### config.mk
export PLATFORM = sky130hd
export DESIGN_NAME = revision_io_regs
export DESIGN_NICKNAME = d
export VERILOG_FILES = /design/src/shared/io_regs_pkg.sv /design/src/verilog/revision_io_regs.sv
export SDC_FILE = /design/constraint.sdc
export NUM_CORES = 1
export LEC_CHECK = 0
export ABC_AREA = 0
export CORE_MARGIN = 8
export CORE_UTILIZATION = 30
export CTS_BUF_LIST = sky130_fd_sc_hd__clkbuf_4
export DETAILED_ROUTE_END_ITERATION = 8
export DONT_BUFFER_PORTS = 1
export PLACE_DENSITY = 0.45
export SYNTH_ARGS = -nofsm -noshare
export SYNTH_HDL_FRONTEND = slang
export SYNTH_SLANG_ARGS = --single-unit
### constraint.sdc
create_clock -name clock -period 9.18 [get_ports clock]
set_input_delay 0.918 -clock clock [delete_from_list [all_inputs] [get_ports clock]]
set_output_delay 0.918 -clock clock [all_outputs]
set_load 0.02 [all_outputs]
### src/shared/io_regs_pkg.sv
package io_regs_pkg;
    // register addresses in internal i/o space
    localparam logic [7:0] CLOCK_MOD_ZERO_ADDR  = 8'h0A;
    localparam logic [7:0] CLOCK_MOD_ONE_ADDR   = 8'h0B;
    localparam logic [7:0] BANK_ZERO_CTRL_ADDR  = 8'h14;
    localparam logic [7:0] MEM_TIMING_ADDR      = 8'h19;
    localparam logic [7:0] PROC_IDENTITY_ADDR   = 8'h2E;
    localparam logic [7:0] REV_IDENTITY_ADDR    = 8'h2F;
    localparam logic [7:0] PORT_A_MARKED_ADDR   = 8'hC2;
    localparam logic [7:0] PORT_B_MARKED_ADDR   = 8'hD2;
    localparam logic [7:0] PORT_C_MARKED_ADDR   = 8'hE2;
    localparam logic [7:0] PORT_D_MARKED_ADDR   = 8'hF2;
    // reset values
    localparam logic [7:0] CLOCK_MOD_RESET      = 8'h00;
    localparam logic [7:0] BANK_ZERO_RESET      = 8'h08;
    localparam logic [7:0] MEM_TIMING_RESET     = 8'h00;
    localparam logic [7:0] UNMAPPED_READ        = 8'h00;
    // identity register fields
    localparam int         FETCH_IGNORE_BIT     = 7;
    localparam int         BOOT_MODE_HI_BIT     = 6;
    localparam int         BOOT_MODE_LO_BIT     = 5;
    localparam int         ID_CODE_HI_BIT       = 4;
    localparam int         ID_CODE_WIDTH        = 5;
    // serial timing
    localparam int         CLOCK_HZ             = 20000000;
    localparam int         BAUD_HZ              = 115200;
    localparam int         BIT_CYCLES_DEFAULT   = CLOCK_HZ / BAUD_HZ;
    localparam int         FRAME_BITS           = 11;
    localparam int         NUM_PORTS            = 4;
    localparam int         BUFFER_DEPTH         = 2;
    localparam logic       MARKER_BIT           = 1'b1;
    localparam logic       STOP_BIT             = 1'b1;
    localparam logic       START_BIT            = 1'b0;

    typedef enum logic [0:0] {
        TX_IDLE  = 1'b0,
        TX_SHIFT = 1'b1
    } tx_state_type;
endpackage

### src/verilog/revision_io_regs.sv
// Functional notes
// - write-only clock modulator zero at 0x0A, resets to all zeros.
// - write-only clock modulator one at 0x0B, resets to all zeros.
// - write-only bank zero control at 0x14, resets with only bit 3 set.
// - write-only memory timing at 0x19, low nibble resets to zero.
// - read-only identity registers: processor at 0x2E, revision at 0x2F.
// - low five bits of each identity register hold a fixed chip code.
// - processor code same for all revisions; revision code distinct per revision.
// - bit 7 of identity registers reports whether boot-mode fetch is ignored.
// - bits 6 and 5 of identity registers report the sampled boot-mode pins.
// - character is start bit, data bits, flag or stop, then stop bit.
// - each port's marked byte register sends byte followed by two high bits.
// - write loads transmit buffer with byte plus a one marker bit after data.
// - read of marked byte register returns that port's receive buffer.
// - marked byte registers at 0xC2, 0xD2, 0xE2, 0xF2; undefined after reset.
`timescale 1ns/1ps
`default_nettype none
module revision_io_regs #(
    parameter int                        BIT_CYCLES = io_regs_pkg::BIT_CYCLES_DEFAULT,
    parameter logic [4:0]                CPU_CODE   = 5'h15, // arbitrary value
    parameter logic [4:0]                REV_CODE   = 5'h16  // arbitrary value
) (
    input  wire logic                    clock,
    input  wire logic                    rst,
    input  wire logic [7:0]              io_addr,
    input  wire logic                    io_wr,
    input  wire logic                    io_rd,
    input  wire logic [7:0]              io_wdata,
    output logic      [7:0]              io_rdata,
    output logic                         io_rvalid,
    output logic      [3:0]              port_write_ready,
    input  wire logic [1:0]              boot_mode_pins,
    input  wire logic                    fetch_ignore_pin,
    input  wire logic [3:0][7:0]         rx_buffer,
    output logic      [3:0]              tx_line,
    output logic      [7:0]              clock_modulator_zero,
    output logic      [7:0]              clock_modulator_one,
    output logic      [7:0]              memory_bank_zero_control,
    output logic      [7:0]              memory_timing_control
);
    import io_regs_pkg::*;

    // frame timing and buffer limits
    localparam logic [15:0] BIT_LAST   = 16'(BIT_CYCLES - 1);
    localparam logic [3:0]  FRAME_LAST = 4'(FRAME_BITS - 1);
    localparam logic [3:0]  MARK_POS   = 4'(FRAME_BITS - 2);
    localparam logic [1:0]  BUF_FULL   = 2'(BUFFER_DEPTH);

    typedef struct packed {
        logic [7:0]                   clk_mod0;
        logic [7:0]                   clk_mod1;
        logic [7:0]                   bank0;
        logic [7:0]                   timing;
        logic [1:0]                   boot_meta;
        logic [1:0]                   boot_sync;
        logic                         fetch_meta;
        logic                         fetch_sync;
        logic [7:0]                   rdata;
        logic                         rvalid;
        logic [3:0][1:0][7:0]         buf_mem;
        logic [3:0]                   wptr;
        logic [3:0]                   rptr;
        logic [3:0][1:0]              count;
        tx_state_type [3:0]           state;
        logic [3:0][10:0]             shift;
        logic [3:0][3:0]              bits;
        logic [3:0][15:0]             baud;
        logic [3:0]                   tx;
    } state_type;

    state_type r_q;
    state_type r_d;

    logic [3:0][7:0] port_addr;
    logic [7:0]      id_upper;

    assign port_addr = {PORT_D_MARKED_ADDR, PORT_C_MARKED_ADDR,
                        PORT_B_MARKED_ADDR, PORT_A_MARKED_ADDR};
    assign id_upper  = {r_q.fetch_sync, r_q.boot_sync, 5'h00};

    always_comb begin
        logic       push;
        logic       pop;
        push  = 1'b0;
        pop   = 1'b0;
        r_d   = r_q;
        // pin synchronisers
        r_d.boot_meta  = boot_mode_pins;
        r_d.boot_sync  = r_q.boot_meta;
        r_d.fetch_meta = fetch_ignore_pin;
        r_d.fetch_sync = r_q.fetch_meta;
        // register writes
        if (io_wr) begin
            unique case (io_addr)
                CLOCK_MOD_ZERO_ADDR: begin
                    r_d.clk_mod0 = io_wdata;
                end
                CLOCK_MOD_ONE_ADDR: begin
                    r_d.clk_mod1 = io_wdata;
                end
                BANK_ZERO_CTRL_ADDR: begin
                    r_d.bank0 = io_wdata;
                end
                MEM_TIMING_ADDR: begin
                    r_d.timing = io_wdata;
                end
                default: begin
                    r_d.timing = r_q.timing; // identity writes ignored
                end
            endcase
        end
        // register reads
        r_d.rvalid = io_rd;
        r_d.rdata  = UNMAPPED_READ;
        if (io_rd) begin
            if (io_addr == PROC_IDENTITY_ADDR) begin
                r_d.rdata = id_upper | {3'h0, CPU_CODE};
            end else if (io_addr == REV_IDENTITY_ADDR) begin
                r_d.rdata = id_upper | {3'h0, REV_CODE};
            end
            for (int p = 0; p < NUM_PORTS; p++) begin
                if (io_addr == port_addr[p]) begin
                    r_d.rdata = rx_buffer[p];
                end
            end
        end
        // per-port buffer and transmitter
        for (int p = 0; p < NUM_PORTS; p++) begin
            push = io_wr && (io_addr == port_addr[p]) && (r_q.count[p] != BUF_FULL);
            pop  = (r_q.state[p] == TX_IDLE) && (r_q.count[p] != 2'h0);
            if (push) begin
                r_d.buf_mem[p][r_q.wptr[p]] = io_wdata;
                r_d.wptr[p] = ~r_q.wptr[p];
            end
            if (push && !pop) begin
                r_d.count[p] = r_q.count[p] + 2'h1;
            end else if (pop && !push) begin
                r_d.count[p] = r_q.count[p] - 2'h1;
            end
            unique case (r_q.state[p])
                TX_IDLE: begin
                    r_d.tx[p] = STOP_BIT;
                    if (pop) begin
                        // start, data lsb first, marker, stop
                        r_d.shift[p] = {STOP_BIT, MARKER_BIT, r_q.buf_mem[p][r_q.rptr[p]],
                                        START_BIT};
                        r_d.rptr[p]  = ~r_q.rptr[p];
                        r_d.tx[p]    = START_BIT;
                        r_d.bits[p]  = 4'h0;
                        r_d.baud[p]  = 16'h0000;
                        r_d.state[p] = TX_SHIFT;
                    end
                end
                TX_SHIFT: begin
                    if (r_q.baud[p] == BIT_LAST) begin
                        r_d.baud[p] = 16'h0000;
                        if (r_q.bits[p] == FRAME_LAST) begin
                            r_d.state[p] = TX_IDLE;
                            r_d.tx[p]    = STOP_BIT;
                        end else begin
                            r_d.bits[p]  = r_q.bits[p] + 4'h1;
                            r_d.shift[p] = {1'b1, r_q.shift[p][10:1]};
                            r_d.tx[p]    = r_q.shift[p][1];
                        end
                    end else begin
                        r_d.baud[p] = r_q.baud[p] + 16'h0001;
                    end
                end
            endcase
        end
    end

    always_ff @(posedge clock or posedge rst) begin
        if (rst) begin
            r_q            <= '0;
            r_q.clk_mod0   <= CLOCK_MOD_RESET;
            r_q.clk_mod1   <= CLOCK_MOD_RESET;
            r_q.bank0      <= BANK_ZERO_RESET;
            r_q.timing     <= MEM_TIMING_RESET;
            r_q.tx         <= 4'hF;
        end else begin
            r_q <= r_d;
        end
    end

    assign io_rdata                 = r_q.rdata;
    assign io_rvalid                = r_q.rvalid;
    assign clock_modulator_zero     = r_q.clk_mod0;
    assign clock_modulator_one      = r_q.clk_mod1;
    assign memory_bank_zero_control = r_q.bank0;
    assign memory_timing_control    = r_q.timing;

    generate
        for (genvar g = 0; g < NUM_PORTS; g++) begin : g_port
            assign tx_line[g]          = r_q.tx[g];
            assign port_write_ready[g] = (r_q.count[g] != BUF_FULL);

        end
    endgenerate
endmodule
`default_nettype wire
=== Yosys cells after proc, flatten, opt, wreduce, memory -nomap -nowiden ===
Cells that the tools add are included.

* Memory bits (read-only): 0
* Bits in writable memories: 0
* Bits of input ports: 55
* Memories: 0
* Register bits: 259
* Latch bits: 0

* Div/mod/pow operators: 0
* Mux-type cells: 111
* Add/sub/neg operators: 16
* Shifts and indexed selects: 0
* Bitwise operators: 12
* Multipliers: 0
* Equality and inequality tests: 34
* Reduce and logical (&&, ||, !) cells: 52
* Magnitude comparators: 12

{| class="wikitable"
|+ Operators with widths
! cell !! number
|-
| 8-bit 2-to-1 mux || 19
|-
| 11-bit 2-to-1 mux || 12
|-
| 16-bit 2-to-1 mux || 8
|-
| 16-bit one-hot mux with 2 select lines || 4
|-
| 11-bit one-hot mux with 2 select lines || 4
|-
| 16-bit by 1-bit adder with 16-bit output (second input constant) || 4
|-
| 16-bit bitwise mux || 4
|-
| 16-bit by 8-bit equality test with 1-bit output (second input constant) || 4
|-
| 4-bit 2-to-1 mux || 12
|-
| 8-bit demux with 1-bit select || 4
|-
| 8-bit equality test (second input constant) || 4
|-
| 4-bit one-hot mux with 2 select lines || 4
|-
| 1-bit logical AND || 24
|-
| 1-bit 2-to-1 mux || 24
|-
| 4-bit by 1-bit adder with 4-bit output (second input constant) || 4
|-
| 4-bit equality test (second input constant) || 4
|-
| 8-bit by 4-bit equality test with 1-bit output (second input constant) || 2
|-
| 8-bit by 5-bit equality test with 1-bit output (second input constant) || 2
|-
| 8-bit by 6-bit equality test with 1-bit output (second input constant) || 2
|-
| 1-bit by 2-bit < comparator with 1-bit output (second input constant) || 8
|-
| 2-bit 2-to-1 mux || 8
|-
| 2-bit by 1-bit != test with 1-bit output (second input constant) || 8
|-
| 2-bit != test (second input constant) || 8
|-
| 1-bit one-hot mux with 2 select lines || 8
|-
| other kinds (8) || 52
|}

=== Logic depth before layout (Yosys ltp) ===
* Depth after elaboration: 8
* Mapped depth: 9
* Mapped depth without buffers: 8

=== Worst setup path before layout ===
Ideal clock, no wire load.

* Kind: input to register
* From: in io_addr[0]
* To: reg r_q[148] (netlist name)
* Data required time: 9.055 ns
* Stages: 7
* Arrival: 2.341 ns
* Slack: 6.714 ns
* Path buffers: 2
* Cells stage by stage: nor4b_1 > and3_1 > and4_1 > clkbuf_1 > nor2b_1 > buf_2 > mux2_2

* Longest elaborated chain between the ends: 3

{| class="wikitable"
|+ RTL lines
! what !! RTL line !! source
|-
| from (decl) || revision_io_regs.sv:25 || <nowiki>input wire logic [7:0] io_addr,</nowiki>
|-
| 8-bit equality test || revision_io_regs.sv:129 || <nowiki>push = io_wr && (io_addr == port_addr[p]) && (r_q.count[p] != BUF_FULL);</nowiki>
|-
| 1-bit logical AND (2 in a row) || revision_io_regs.sv:129 ||
|-
| to (signal assigned) || revision_io_regs.sv:182 || <nowiki>r_q <= r_d;</nowiki>
|-
| to (decl) || revision_io_regs.sv:71 || <nowiki>state_type r_q;</nowiki>
|}

Every way passes these cells.
A chain may end at the register's enable or synchronous reset.

=== Worst setup path after layout ===
* From: in io_addr[0]
* To: reg r_q[171] (netlist name)

Same word-level chain as after synthesis.

==> metrics.md <==
| Metric | Value |
|---|---|
| WL met2 | `12.52 mm` |
| Starting Density | `30.35%` |
| # resized after CTS | `0` |
| Hold WC Path Type | `in -> reg` |
| Peak supply drop | `0.08226 mV` |
| Congestion Overflow GR | `0` |
| RR Startpoint | `r_q[53]` |
| Drt via density | `4.894` |
| DRC viols | `0` |
| Tot Pwr | `2.312 mW` |
| Routed length on met1 | `13.70 mm` |
| Vias in the first global route | `8856` |
| Total leakage power | `6.242 nW` |
| Worst setup EP type | `flop` |
| Seq/Total Area, Yosys | `51.66%` |
| HPWL after DPL | `19.29 mm` |
| Syn Std Cell Area | `12360 um2` |
| RSZ-0062 raised after global routing | `false` |
| Top Metal Used | `met4` |
| Post-place setup slack | `5.844 ns` |
| Final setup violation count | `0` |
| Die ar. | `47970 um2` |
| Syn Inst Count | `1188` |
| Gpl congestion | `0.7595` |
| NumNets Final | `1246` |
| Post-synth top cells | `250 x dfrtp_1, 126 x nand2_1, 100 x mux2_2` |
| Die width | `219.0 um` |
| Htree depth | `3` |
| Setup Fix Bufs, Post-CTS | `0` |
| Ports | `104` |
| Cell accounting for the most synthesized area | `dfrtp_1` |
| Post-layout min period | `2.640 ns` |
| Worst path arrival time | `3.21 ns` |
| Critical Path RT | `9.75 ns` |
| Later-pin clock latency in the skew report | `0.70 ns` |
| # port buffers | `0` |
| Yosys reg bits | `255` |
| Syn-to-layout area delta | `9.351%` |
| Clock transition at path regs | `0.07 ns` |
| Final wirelength | `29.49 mm` |
| Max-Cap Viols | `0` |
| Top post-synthesis cells by area | `dfrtp_1 51%, mux2_2 9.1%, o21ai_0 3.9%` |
| Row count | `74` |
| Core Box Area | `40740 um2` |
| Antenna-violating nets left | `0` |
| Worst-path fanout max | `13` |
| CP Launch Type | `primary input` |
| Setup WS post-layout | `6.540 ns` |
| Worst setup startpoint | `io_addr[0]` |
| Iter 0 DRT Violations | `426` |
| Hold Fails Final Rpt | `0` |
| Hold_ws | `0.2355 ns` |
| Synth Warn # | `0` |
| WL met3 | `2.523 mm` |
| Num CTS Buffers | `78` |
| Initial antenna violation count | `4` |
| Primary FF master, synth | `dfrtp_1` |
| Largest net degree at the start of global routing | `132` |
| Fin cells | `1762` |
| First-pass GRT wire length | `48.19 mm` |
| Synth cell types | `65` |
| Worst Skew | `0.02775 ns` |
| Maximum clock frequency | `0.3788 GHz` |
| Slew HR | `32.12%` |
| Worst-margin pin slew | `1.010 ns` |
| Slew Limit Fails | `0` |
| Clk root buf | `clkbuf_4` |
| Syn_area_per_cell | `10.41 um2` |
| CTS hold repair buffers | `0` |
| Most frequent cell after synthesis | `dfrtp_1` |
| Final period util | `28.76%` |
| Layout cell share with drive strength beyond 1 | `20.10%` |
| Hold path startpoint | `io_rd` |
| Sink Count | `255` |
| Fill cell count | `4205` |
| Fraction of registers with async set/reset | `100.0%` |
| Synth top area share | `50.60%` |
| Via count | `8623` |
| Placed cells | `1623` |
| Setup TNS | `0 ns` |
| Outcome | `finished clean` |
| Pwr dens | `171.0 nW/um2` |
| Wire length per cell | `16.74 um` |
| Die H | `219.0 um` |
| Drt first pass iters | `4` |
| Synthesized Nets | `1263` |
| Number of synthesized flops with an enable pin | `0` |
| Clock Path Buffers | `3` |
| Total GRT Usage | `12.46%` |
| CP Class | `in -> reg` |
| TritonCTS clock tree | `yes` |
[sequential cells by signal (all words and copies together), names as in the netlist]
name and count:
memory_timing_control 8, io_rdata 8, io_rvalid 1, r_d 3
clock_modulator_one 8, memory_bank_zero_control 8, id_upper 3, clock_modulator_zero 8
tx_line 4, r_q 204
[critical path, cell delays in order]
cell,delay (ns)
nor4b_1,0.28
and3_1,0.63
and4_1,0.39
nor2b_1,0.59
mux2_2,0.40
[routing by layer]
| metal | vias up | GRT usage (%) |
|---|---|---|
| met4 | 0 | 4.849 |
| met5 | - | 0 |
| li1 | 4197 | - |
| met2 | 224 | 18.33 |
| met1 | 4144 | 15.98 |
| met3 | 58 | 5.383 |
[logic make-up (layout without fill, tap and decap cells)]
logic type / count (synthesis) / count (layout) / synth area share, %
DFF: 255 / 255 / 51.66
muxes: 137 / 137 / 12.20
and+or+nand+nor: 356 / 356 / 14.24
xor gates and xnor gates: 29 / 29 / 2.054
buffers and inverters: 140 / 181 / 5.819
other: 0 / 1 / 0
AOI/OAI and AO/OA: 251 / 251 / 12.00
adders and majority gates: 20 / 20 / 2.024
[worst paths after layout]
kind,endpoint,slack [ns],cells past startpoint
max,r_q[171],6.54,5
min,io_rvalid,0.24,0
max reg2reg,r_q[83],6.59,7
min reg2reg,id_upper[6],0.34,0
max in group asynchronous,r_q[111],7.43,2
min in group asynchronous,r_q[14],0.25,1
[final cells by class]
type / count / area (um2) / share of cell area (%)
Inverter: 35 / 138.9 / 1.027
Timing Repair Buffer: 8 / 60.06 / 0.4442
Sequential cell: 255 / 6387 / 47.24
Multi-Input combinational cell: 793 / 5263 / 38.92
Tap cell: 532 / 665.6 / 4.923
Clock inverter: 23 / 140.1 / 1.036
Antenna cell: 1 / 2.502 / 0.01851
Clock buffer: 115 / 863.3 / 6.385
[stage by stage]
| stage | utilization, % | instance area (um2) |
|---|---|---|
| after CTS | 33.18 | 13520 |
| after floorplan | - | 12360 |
| final | 33.19 | 13520 |
| after global routing | 33.19 | 13520 |
| after detailed placement | 30.72 | 12510 |
| after global placement | 30.72 | 12510 |
[layout by cell type, fill, tap and decap left out, types with 4 or more instances in the layout]
cell	instances
a21o_1	6
a21oi_1	58
a31oi_1	33
a41oi_1	6
and3_1	9
and4_1	5
buf_4	8
clkbuf_4	115
clkinv_1	20
dfrtp_1	250
dfstp_2	5
ha_1	20
inv_1	33
mux2_2	100
mux2i_1	36
nand2_1	126
nand2b_1	20
nand3_1	34
nand4_1	14
nand4b_1	4
nor2_1	72
nor2b_1	9
nor3_1	14
nor4_1	12
o21ai_0	97
o21ai_1	12
o221ai_1	4
o31ai_1	17
or3_1	8
or4_1	5
xnor2_1	11
xor2_1	18
[where the power goes]
part           leakage [nW]  internal (mW)  switching (mW)
clock                 0.595          0.626           0.499
sequential             3.38           1.13          0.0155
combinational          2.27         0.0109          0.0266
total                  6.24           1.77           0.541
Note: power is estimated with default switching activity, not from simulation.
